===== src/fsr_pkg.sv =====
// Constants for the FIFO status and test-control register bank.
// Assumes byte-wide register access from the host port logic.
package fsr_pkg;
    localparam logic [7:0] ADDR_TEST_CTRL = 8'h1b;
    localparam logic [7:0] ADDR_FIFO_STATUS = 8'h1c;
    localparam logic [7:0] ADDR_TX_LEN_HIGH = 8'h1d;
    localparam logic [7:0] TEST_CTRL_RESET = 8'h00;
    localparam logic [7:0] TX_LEN_HIGH_RESET = 8'h00;
    localparam logic [7:0] RDATA_RESET = 8'h00;
    localparam logic [7:0] UNMAPPED_READ = 8'h00;
    localparam int BIT_CODER_FAST = 0;
    localparam int BIT_DEC_TEST = 1;
    localparam int BIT_IO_LO = 2;
    localparam int BIT_IO_HI = 3;
    localparam int BIT_RF_LEVEL = 5;
    // Bits that a stop condition clears and that hold the chip in test mode
    localparam logic [7:0] TEST_STOP_MASK = 8'h0e;
    localparam int FIFO_COUNT_W = 7;
    localparam int FIFO_OVF_BIT = 7;
endpackage


===== src/fsr_fifo_tracker.sv =====
// Byte count and overflow flag of the transceiver FIFO.
// Assumes push, pop and flush are one-cycle pulses on the same clock.
`timescale 1ns/1ps
`default_nettype none
module fsr_fifo_tracker #(
    parameter int COUNT_W = fsr_pkg::FIFO_COUNT_W
) (
    input wire logic clk_i,
    input wire logic rst_i,
    input wire logic push_i,
    input wire logic pop_i,
    input wire logic flush_i,
    output logic [COUNT_W-1:0] count_o,
    output logic overflow_o
);
    localparam logic [COUNT_W-1:0] COUNT_MAX = {COUNT_W{1'b1}};
    localparam logic [COUNT_W-1:0] COUNT_ONE = {{(COUNT_W-1){1'b0}}, 1'b1};

    typedef struct packed {
        logic [COUNT_W-1:0] count;
        logic overflow;
    } fsr_track_state_type;

    fsr_track_state_type state_q;
    fsr_track_state_type state_d;

    always_comb
    begin
        state_d = state_q;
        if (flush_i)
        begin
            state_d.count = '0;
            state_d.overflow = 1'b0;
        end
        // A push in the flush cycle lands after the flush, so it is kept
        if (push_i && !pop_i)
        begin
            if (state_d.count == COUNT_MAX)
            begin
                state_d.overflow = 1'b1;
            end
            else
            begin
                state_d.count = state_d.count + COUNT_ONE;
            end
        end
        else if (pop_i && !push_i && state_d.count != '0)
        begin
            state_d.count = state_d.count - COUNT_ONE;
        end
    end

    always_ff @(posedge clk_i or posedge rst_i)
    begin
        if (rst_i)
        begin
            state_q <= '0;
        end
        else
        begin
            state_q <= state_d;
        end
    end

    assign count_o = state_q.count;
    assign overflow_o = state_q.overflow;
endmodule
`default_nettype wire


===== src/fsr_fifo_status_test_regs.sv =====
// Test-control, FIFO status and transmit-length-high registers.
// Assumes the host port logic delivers decoded byte accesses and a
// one-cycle stop pulse on clk_i; rst_i is power-on reset with enable low.
`timescale 1ns/1ps
`default_nettype none
module fsr_fifo_status_test_regs (
    input wire logic clk_i,
    input wire logic rst_i,
    input wire logic [7:0] reg_addr_i,
    input wire logic reg_wr_i,
    input wire logic [7:0] reg_wdata_i,
    input wire logic reg_rd_i,
    output logic [7:0] reg_rdata_o,
    input wire logic stop_cond_i,
    input wire logic fifo_push_i,
    input wire logic fifo_pop_i,
    input wire logic fifo_flush_i,
    output logic test_mode_o,
    output logic decoder_test_o,
    output logic io_test_select_hi_o,
    output logic io_test_select_lo_o,
    output logic coder_fast_clock_o,
    output logic rf_level_check_o,
    output logic [7:0] tx_length_high_o,
    output logic [fsr_pkg::FIFO_COUNT_W-1:0] fifo_count_o,
    output logic fifo_overflow_o
);
    typedef struct packed {
        logic [7:0] test_ctrl;
        logic [7:0] tx_len_high;
        logic [7:0] rdata;
    } fsr_reg_state_type;

    fsr_reg_state_type state_q;
    fsr_reg_state_type state_d;
    logic wr_test;
    logic [7:0] status_byte;

    fsr_fifo_tracker #(
        .COUNT_W(fsr_pkg::FIFO_COUNT_W)
    ) u_tracker (
        .clk_i(clk_i),
        .rst_i(rst_i),
        .push_i(fifo_push_i),
        .pop_i(fifo_pop_i),
        .flush_i(fifo_flush_i),
        .count_o(fifo_count_o),
        .overflow_o(fifo_overflow_o)
    );

    assign wr_test = reg_wr_i && reg_addr_i == fsr_pkg::ADDR_TEST_CTRL;
    // Status is a pure view; reading it feeds nothing back to the tracker
    assign status_byte = {fifo_overflow_o, fifo_count_o};

    always_comb
    begin
        state_d = state_q;
        if (stop_cond_i)
        begin
            state_d.test_ctrl = state_q.test_ctrl & ~fsr_pkg::TEST_STOP_MASK;
        end
        // A host write in the stop cycle is the later intent, so it wins
        if (wr_test)
        begin
            state_d.test_ctrl = reg_wdata_i;
        end
        if (reg_wr_i && reg_addr_i == fsr_pkg::ADDR_TX_LEN_HIGH)
        begin
            state_d.tx_len_high = reg_wdata_i;
        end
        if (reg_rd_i)
        begin
            case (reg_addr_i)
                fsr_pkg::ADDR_TEST_CTRL: state_d.rdata = state_q.test_ctrl;
                fsr_pkg::ADDR_FIFO_STATUS: state_d.rdata = status_byte;
                fsr_pkg::ADDR_TX_LEN_HIGH: state_d.rdata = state_q.tx_len_high;
                default: state_d.rdata = fsr_pkg::UNMAPPED_READ;
            endcase
        end
    end

    always_ff @(posedge clk_i or posedge rst_i)
    begin
        if (rst_i)
        begin
            state_q.test_ctrl <= fsr_pkg::TEST_CTRL_RESET;
            state_q.tx_len_high <= fsr_pkg::TX_LEN_HIGH_RESET;
            state_q.rdata <= fsr_pkg::RDATA_RESET;
        end
        else
        begin
            state_q <= state_d;
        end
    end

    // Test mode needs only the stored bits 1 to 3, so it persists with no extra state
    assign test_mode_o = |(state_q.test_ctrl & fsr_pkg::TEST_STOP_MASK);
    assign decoder_test_o = state_q.test_ctrl[fsr_pkg::BIT_DEC_TEST];
    assign io_test_select_hi_o = state_q.test_ctrl[fsr_pkg::BIT_IO_HI];
    assign io_test_select_lo_o = state_q.test_ctrl[fsr_pkg::BIT_IO_LO];
    assign coder_fast_clock_o = state_q.test_ctrl[fsr_pkg::BIT_CODER_FAST];
    assign rf_level_check_o = state_q.test_ctrl[fsr_pkg::BIT_RF_LEVEL];
    assign tx_length_high_o = state_q.tx_len_high;
    assign reg_rdata_o = state_q.rdata;
endmodule
`default_nettype wire


===== config.mk =====
export PLATFORM = sky130hd
export DESIGN_NAME = fsr_fifo_status_test_regs
export DESIGN_NICKNAME = d
export VERILOG_FILES = /design/src/fsr_pkg.sv /design/src/fsr_fifo_tracker.sv /design/src/fsr_fifo_status_test_regs.sv
export SDC_FILE = /design/constraint.sdc
export NUM_CORES = 1
export LEC_CHECK = 0
export ABC_AREA = 1
export CAP_MARGIN = 10
export CORE_UTILIZATION = 55
export CTS_BUF_LIST = sky130_fd_sc_hd__clkbuf_8
export CTS_CLUSTER_SIZE = 30
export DETAILED_ROUTE_END_ITERATION = 8
export DONT_BUFFER_PORTS = 1
export PLACE_DENSITY_LB_ADDON = 0.2
export REMOVE_ABC_BUFFERS = 1
export SETUP_SLACK_MARGIN = 0.02
export SYNTH_ARGS = -nofsm -noshare
export SYNTH_HDL_FRONTEND = slang
export SYNTH_SLANG_ARGS = --single-unit

===== constraint.sdc =====
create_clock -name clk_i -period 1.7 [get_ports clk_i]
set_input_delay 0.255 -clock clk_i [delete_from_list [all_inputs] [get_ports clk_i]]
set_output_delay 0.255 -clock clk_i [all_outputs]
set_load 0.05 [all_outputs]

==> PnR_summary.wiki, run 1 <==
{| class="wikitable"
! Metric !! Value
|-
| Run status || finished clean
|-
| Total inserted antenna cells || 0
|-
| Final period demand of the worst path || about 1600 ps
|-
| Total vias in the final route || 1686
|-
| Flip-flop and latch count after synthesis || 32
|-
| Async set-reset flop share out of synthesis || 1.00
|-
| Floorplan core area || approximately 0.0034 mm²
|-
| Sequential Power Share || 0.432
|-
| Drt wl/cell || 13.7 µm
|-
| I/O pin count || 54
|-
| Number of antenna violations at the first check in global routing || 0
|-
| Total chip power || 2.15 mW
|-
| Highest-count cells in the layout ignoring fill and taps || nand2_1 (96), nand3_1 (41), dfrtp_1 (31), inv_1 (24), buf_4 (18)
|-
| Area after DPL || 0.00202 mm²
|-
| Proportion of synthesized chip area in sequential cells || 0.406
|-
| Post-DP HPWL || between 3000 and 4000 µm
|-
| Fraction of power spent switching nets || 0.349
|-
| Maximum clock rate || 612 MHz
|-
| Std cell rows || 21
|-
| Layout Skew || 4.95 ps
|-
| Type of the worst setup path || reg2out
|-
| Clock transition time at the flip-flop clock pins of the worst setup and hold paths || ~70 ps
|-
| Worst endpoint data arrival time || 1380 ps
|-
| Layout cells sized above 1 || 0.158
|-
| Number of slew-limit violations in the final report || 0
|-
| Post-Synthesis Cell Area || just under 0.002 mm²
|-
| # clock sinks || 32
|-
| Area of all placed cells without fillers || 0.00217 mm²
|-
| Count of buffers from port buffering || 0
|-
| Hold Path Class || in2reg
|-
| Worst slew pin tran || around 530 ps
|-
| Overall die width || 61.9 µm
|-
| Leading area contributor after synthesis || dfrtp_1
|-
| Routability congestion estimate from global placement || 0.888
|-
| Internal Pwr Total || ~1.4 mW
|-
| Main area contributors after synthesis || dfrtp_1 (41%), nand2_1 (19%), nand3_1 (11%), buf_4 (6.1%), inv_1 (4.4%)
|-
| Switching power summed over all nets || about 750 µW
|-
| Syn_area_per_cell || 7.44 µm²
|-
| Required time worst endpoint || 1440 ps
|-
| Skew-Pair Late Insertion Delay || 290 ps
|-
| Biggest fanout along the worst timing path || 3
|-
| Clock tree from TritonCTS || built
|-
| Number of H-tree levels || 2
|-
| Post-detailed-route DRC marker count || 0
|-
| Total number of yosys warnings || 0
|-
| Number of distinct library cells after synthesis || 25
|-
| Longest Clk Path Bufs || 2
|-
| Setup repair after global routing missed its margin || false
|-
| Detail Route Antenna Nets || 0
|-
| Startpoint kind of the worst setup timing path || flop
|-
| Final Routed Wirelength || 4340 µm
|-
| Grt ovf || 0
|-
| Synth-to-Final Area Change || 10.2%
|-
| Die span in y || 61.9 µm
|-
| Post-DR vias/cell || 5.30
|-
| Max-Cap Viols || 0
|-
| Number of instances in the synthesized netlist || 265
|-
| Fraction of power consumed by combinational cells || 0.236
|-
| Wire length of the first global-routing pass || 6910 µm
|-
| Cell area power density || 989 mW/mm²
|-
| Cts bufs inserted || 5
|-
| Number of enable-type register cells in the synthesized netlist || 0
|-
| Nature of the critical path endpoint || output port
|-
| Top cell type's share of synthesized area || 0.406
|-
| Most frequent standard cell in the layout excluding fill and tap cells || nand2_1
|-
| Most used flip-flop cell after synthesis || dfrtp_1
|-
| Floorplan die area || 0.00383 mm²
|-
| Max-Slew Margin vs Limit || 0.648
|-
| Number of setup violations in the final report || 0
|-
| Initial core utilization || 0.581
|-
| Number of global-route vias before repair || 1523
|-
| Worst vdd rail ir drop || slightly below 0.0007 V
|-
| DRC violation total after the first TritonRoute iteration || 115
|-
| Root Driver || clkbuf_8
|-
| Number of nets in the layout || between 200 and 300
|-
| Number of endpoints with negative hold slack in the final report || 0
|-
| Pin count of the biggest net entering global routing || 33
|-
| Clock power share || 0.332
|-
| Pleak || 1.24 nW
|-
| Total Routing Usage GR || 0.250
|-
| Setup repair bufs after CTS || 0
|-
| Fraction of the cycle the final worst path needs || 0.961
|-
| Router iterations before antenna repair || 4
|}
[flip-flops by register name (all words and copies together), names as in the netlist]
register / cells
state_q: 3
u_tracker.overflow_o: 1
u_tracker.count_o: 7
io_test_select_hi_o: 1
reg_rdata_o: 8
decoder_test_o: 1
coder_fast_clock_o: 1
tx_length_high_o: 8
rf_level_check_o: 1
io_test_select_lo_o: 1
[layer usage]
layer / GRT usage / share of wire / vias to the layer above
met1: 0.348 / 0.46 / 768
met3: 0.0580 / 0.068 / 11
li1: - / - / 856
met4: 0.111 / 0.018 / 0
met2: 0.372 / 0.45 / 51
met5: 0 / 0 / -
[worst paths after layout]
| kind | startpoint | cells past startpoint | endpoint | slack [ps] |
|---|---|---|---|---|
| setup / recovery | io_test_select_lo_o$_DFFE_PP0P_ | 3 | test_mode_o | 70 |
| hold / removal | reg_wdata_i[0] | 2 | coder_fast_clock_o$_DFFE_PP0P_ | 70 |
| setup reg to reg | u_tracker.count_o[0]$_DFF_PP0_ | 9 | u_tracker.count_o[1]$_DFF_PP0_ | 170 |
| hold reg to reg | state_q[23]$_DFFE_PP0P_ | 2 | state_q[23]$_DFFE_PP0P_ | 490 |
| max in group asynchronous | rst_i | 3 | io_test_select_hi_o$_DFFE_PP0P_ | 880 |
| min in group asynchronous | rst_i | 3 | reg_rdata_o[6]$_DFFE_PP0P_ | 500 |
[stage by stage]
step / hold slack, ps / utilization / cells / TNS, ps / setup slack, ps
5_1_grt: 74.7 / 0.640 / 318 / 0 / 24.8
3_5_place_dp: 260 / 0.597 / 309 / 0 / 40.8
2_1_floorplan: 365 / - / 245 / -997 / -172
4_1_cts: 70.7 / 0.632 / 318 / 0 / 43.2
3_3_place_gp: 255 / 0.597 / 309 / 0 / 17.7
6_report: 74.5 / 0.640 / 318 / 0 / 66.6
[synth_stat cells (2+ instances only)]
| cell type | count |
|---|---|
| nor3b_4 | 2 |
| o22ai_1 | 2 |
| nor2_1 | 10 |
| nand2_2 | 2 |
| o21a_1 | 2 |
| nand2_1 | 99 |
| a21oi_1 | 2 |
| nand3_1 | 42 |
| inv_1 | 23 |
| buf_2 | 3 |
| nand3b_1 | 3 |
| dfrtp_1 | 32 |
| nand4_1 | 4 |
| ha_1 | 3 |
| o21ai_0 | 11 |
| buf_4 | 16 |
[worst max-delay path, stage by stage (launching register included)]
cell and delay, ps:
dfrtp_1 680, inv_1 110, nand3_1 110, buf_4 200
[timing repair]
item | CTS | global route
endpoints found under the setup margin | 0 | 9
resized for setup | 0 | 9
hold buffers | 1 | 0
hold endpoints to repair | 32 | 0
[cell families (layout without fill, tap and decap cells)]
| logic type | Yosys count | in the layout | synth area share |
|---|---|---|---|
| AOI/OAI and AO/OA | 18 | 18 | 0.0514 |
| xor gates and xnor gates | 1 | 1 | 0.00445 |
| adders and majority gates | 3 | 3 | 0.0190 |
| buffers and inverters | 44 | 51 | 0.117 |
| DFF | 32 | 32 | 0.406 |
| and+or+nand+nor | 167 | 167 | 0.402 |
[cell type report]
type | count | area [µm²]
clock buffer | 5 | 68.8
clock inverter | 3 | 38.8
fill | 304 | 1220
inverter | 24 | 91.3
multi-input combinational | 189 | 967
sequential | 32 | 802
tap | 46 | 57.6
timing repair buffer | 19 | 145
[power groups by stage]
stage / sequential [mW] / combinational (mW) / clock [mW]
after detailed placement: 0.940 / 0.490 / 0
after floorplan: 1.06 / 0.228 / 0
after CTS: 0.926 / 0.493 / 0.717
after global routing: 0.935 / 0.565 / 0.755
final: 0.927 / 0.507 / 0.713
after global placement: 0.939 / 0.485 / 0
(Power assumes the default switching activity.)
==> inputs of run 2 (changes only) <==
--- a/config.mk
+++ b/config.mk
@@ -12,7 +12,7 @@
 export CTS_CLUSTER_SIZE = 30
 export DETAILED_ROUTE_END_ITERATION = 8
 export DONT_BUFFER_PORTS = 1
-export PLACE_DENSITY_LB_ADDON = 0.2
+export PLACE_DENSITY = 0.71
 export REMOVE_ABC_BUFFERS = 1
 export SETUP_SLACK_MARGIN = 0.02
 export SYNTH_ARGS = -nofsm -noshare
==> PnR_summary.wiki, run 2 (synthesis gave the netlist of run 1 again) <==
{| class="wikitable"
! Metric !! Value
|-
| Total inserted antenna cells || 0 (unchanged)
|-
| Worst slew pin tran || 602 ps (+74.1 ps)
|-
| Number of slew-limit violations in the final report || 0 (unchanged)
|-
| Number of cells after detailed placement || 309 (unchanged)
|-
| Highest-delay cell along the critical path || dfrtp_1
|-
| Synth-to-Final Area Change || 10.5%
|-
| Post-DP HPWL || 3200 µm (-0.72%)
|-
| Number of H-tree levels || 2 (unchanged)
|-
| Worst endpoint data arrival time || 1350 ps (-30 ps)
|-
| Drt wl/cell || 13.6 µm (-0.51%)
|-
| Post-placement worst setup slack || 5.62 ps (-35.2 ps)
|-
| Max-Slew Margin vs Limit || 0.597 (-0.0509)
|-
| Cell Chain, Critical Path || inv_1 -> nand3_1 -> buf_4
|-
| Skew-Pair Late Insertion Delay || 280 ps (about the same)
|-
| Fin worst setup slack || 90.3 ps (+23.6 ps)
|-
| Final Routed Wirelength || 4320 µm (-0.51%)
|-
| Overall die width || 61.9 µm (unchanged)
|-
| Max-Cap Viols || 0 (unchanged)
|-
| Root Driver || clkbuf_8
|-
| Post-DR vias/cell || 5.37 (+1.3%)
|-
| Final period demand of the worst path || 1610 ps (-23.6 ps)
|-
| Cell area power density || 996 mW/mm² (+0.74%)
|-
| Routability congestion estimate from global placement || 0.936 (+5.4%)
|-
| Required time worst endpoint || 1440 ps (about the same)
|-
| Startpoint kind of the worst setup timing path || flop
|-
| Nature of the critical path endpoint || output port
|-
| Layout filler cell count || 315 (+3.6%)
|-
| Detail Route Antenna Nets || 0 (unchanged)
|-
| Filler-free cell count of the finished design || 318 (unchanged)
|-
| Worst path max stage delay || 670 ps (about the same)
|-
| Clock tree from TritonCTS || built
|-
| Pin count of the biggest net entering global routing || 33 (unchanged)
|-
| Setup repair after global routing missed its margin || false
|-
| Fraction of the cycle the final worst path needs || 0.947 (-0.0139)
|-
| Number of nets in the layout || 298 (unchanged)
|-
| Most frequent standard cell in the layout excluding fill and tap cells || nand2_1
|-
| Initial core utilization || 0.581 (unchanged)
|-
| Longest Clk Path Bufs || 2 (unchanged)
|-
| Layout cells sized above 1 || 0.151 (-0.00735)
|-
| DRC violation total after the first TritonRoute iteration || 102 (-11%)
|-
| Floorplan core area || 0.00339 mm² (unchanged)
|-
| Met1 track demand over resource || 0.335 (-0.0130)
|-
| Wire length of the first global-routing pass || 6690 µm (-3.3%)
|-
| Run status || finished clean
|-
| Met2 Use GR || 0.361 (-0.0108)
|-
| Highest-count cells in the layout ignoring fill and taps || nand2_1 (97), nand3_1 (41), dfrtp_1 (32), inv_1 (24), buf_4 (18)
|-
| Number of endpoints with negative hold slack in the final report || 0 (unchanged)
|-
| Router iterations before antenna repair || 5 (+1)
|-
| Floorplan die area || 0.00383 mm² (unchanged)
|-
| Pleak || 1.23 nW (-0.33%)
|-
| Most used routing layer || met2
|-
| Layout Skew || 4.76 ps (-0.191 ps)
|-
| Grt ovf || 0 (unchanged)
|-
| Number of antenna violations at the first check in global routing || 0 (unchanged)
|-
| Count of buffers from port buffering || 0 (unchanged)
|-
| Die span in y || 61.9 µm (unchanged)
|-
| Total Routing Usage GR || 0.244 (-0.00603)
|-
| Maximum clock rate || 621 MHz (+1.5%)
|-
| Final cell utilization of the core || 0.643 (+0.00222)
|-
| Number of global-route vias before repair || 1505 (-1.2%)
|-
| # clock sinks || 32 (unchanged)
|-
| Biggest fanout along the worst timing path || 3 (unchanged)
|-
| Hold Path Class || in2reg
|-
| Worst vdd rail ir drop || 0.000782 V (+15%)
|-
| Cts bufs inserted || 5 (unchanged)
|-
| Number of setup violations in the final report || 0 (unchanged)
|-
| Type of the worst setup path || reg2out
|-
| Std cell rows || 21 (unchanged)
|-
| Setup repair bufs after CTS || 0 (unchanged)
|-
| I/O pin count || 54 (unchanged)
|-
| Total vias in the final route || 1708 (+1.3%)
|-
| Post-detailed-route DRC marker count || 0 (unchanged)
|-
| Global-route track usage on met3 || 0.0890 (+0.0311)
|-
| Clock transition time at the flip-flop clock pins of the worst setup and hold paths || 60 ps (about the same)
|}
-- run 2: stage by stage --
stage / area [µm²] / power, mW / hold slack, ps / TNS, ps
global placement: 2020 / 1.44 / 262 / 0
finish: 2180 / 2.17 / 83.4 / 0
global route: 2180 / 2.28 / 76.5 / 0
detailed placement: 2020 / 1.44 / 258 / 0
floorplan: 1830 / 1.28 / 365 / -997
CTS: 2140 / 2.14 / 79.5 / 0
-- run 2: timing repair --
item,4_1_cts,5_1_grt
pin swaps,0,1
endpoints found under the hold margin,32,0
endpoints found under the setup margin,2,6
gates resized for setup,1,8
hold buffers,1,0
cloned,0,0
-- run 2: where the power goes --
group	internal [mW]	switching, mW	total, mW
logic	0.172	0.374	0.546
registers	0.814	0.114	0.929
clock network	0.428	0.267	0.696
total	1.41	0.756	2.17
-- run 2: final timing paths --
kind / start / to / slack (ps) / cells after the start
setup / recovery: io_test_select_lo_o$_DFFE_PP0P_ / test_mode_o / 90 / 3
hold / removal: reg_wdata_i[0] / coder_fast_clock_o$_DFFE_PP0P_ / 80 / 2
setup reg to reg: u_tracker.count_o[0]$_DFF_PP0_ / u_tracker.count_o[3]$_DFF_PP0_ / 130 / 10
hold reg to reg: state_q[20]$_DFFE_PP0P_ / state_q[20]$_DFFE_PP0P_ / 490 / 2
max in group asynchronous: rst_i / u_tracker.count_o[1]$_DFF_PP0_ / 910 / 3
min in group asynchronous: rst_i / u_tracker.count_o[4]$_DFF_PP0_ / 500 / 3
-- run 2: worst max-delay path: cells and delay by family (launching register included) --
kind	cells	cell delay [ps]
DFF	1	670
and+or+nand+nor	1	100
buffers and inverters	2	300
-- run 2: routing by layer --
layer	share of wire	wire length [µm]	vias to the layer above
met2	0.45	1950	69
li1	-	-	856
met4	0.0097	42	0
met1	0.46	1980	776
met3	0.081	352	7
met5	0	0	-
-- run 2: cell type report --
type / count / area, µm² / share of cell area
Clock inverter: 3 / 38.8 / 0.0178
Tap cell: 46 / 57.6 / 0.0264
Timing Repair Buffer: 19 / 145 / 0.0666
Multi-Input combinational cell: 189 / 976 / 0.448
Clock buffer: 5 / 68.8 / 0.0316
Sequential cell: 32 / 801 / 0.368
Inverter: 24 / 91.3 / 0.0419
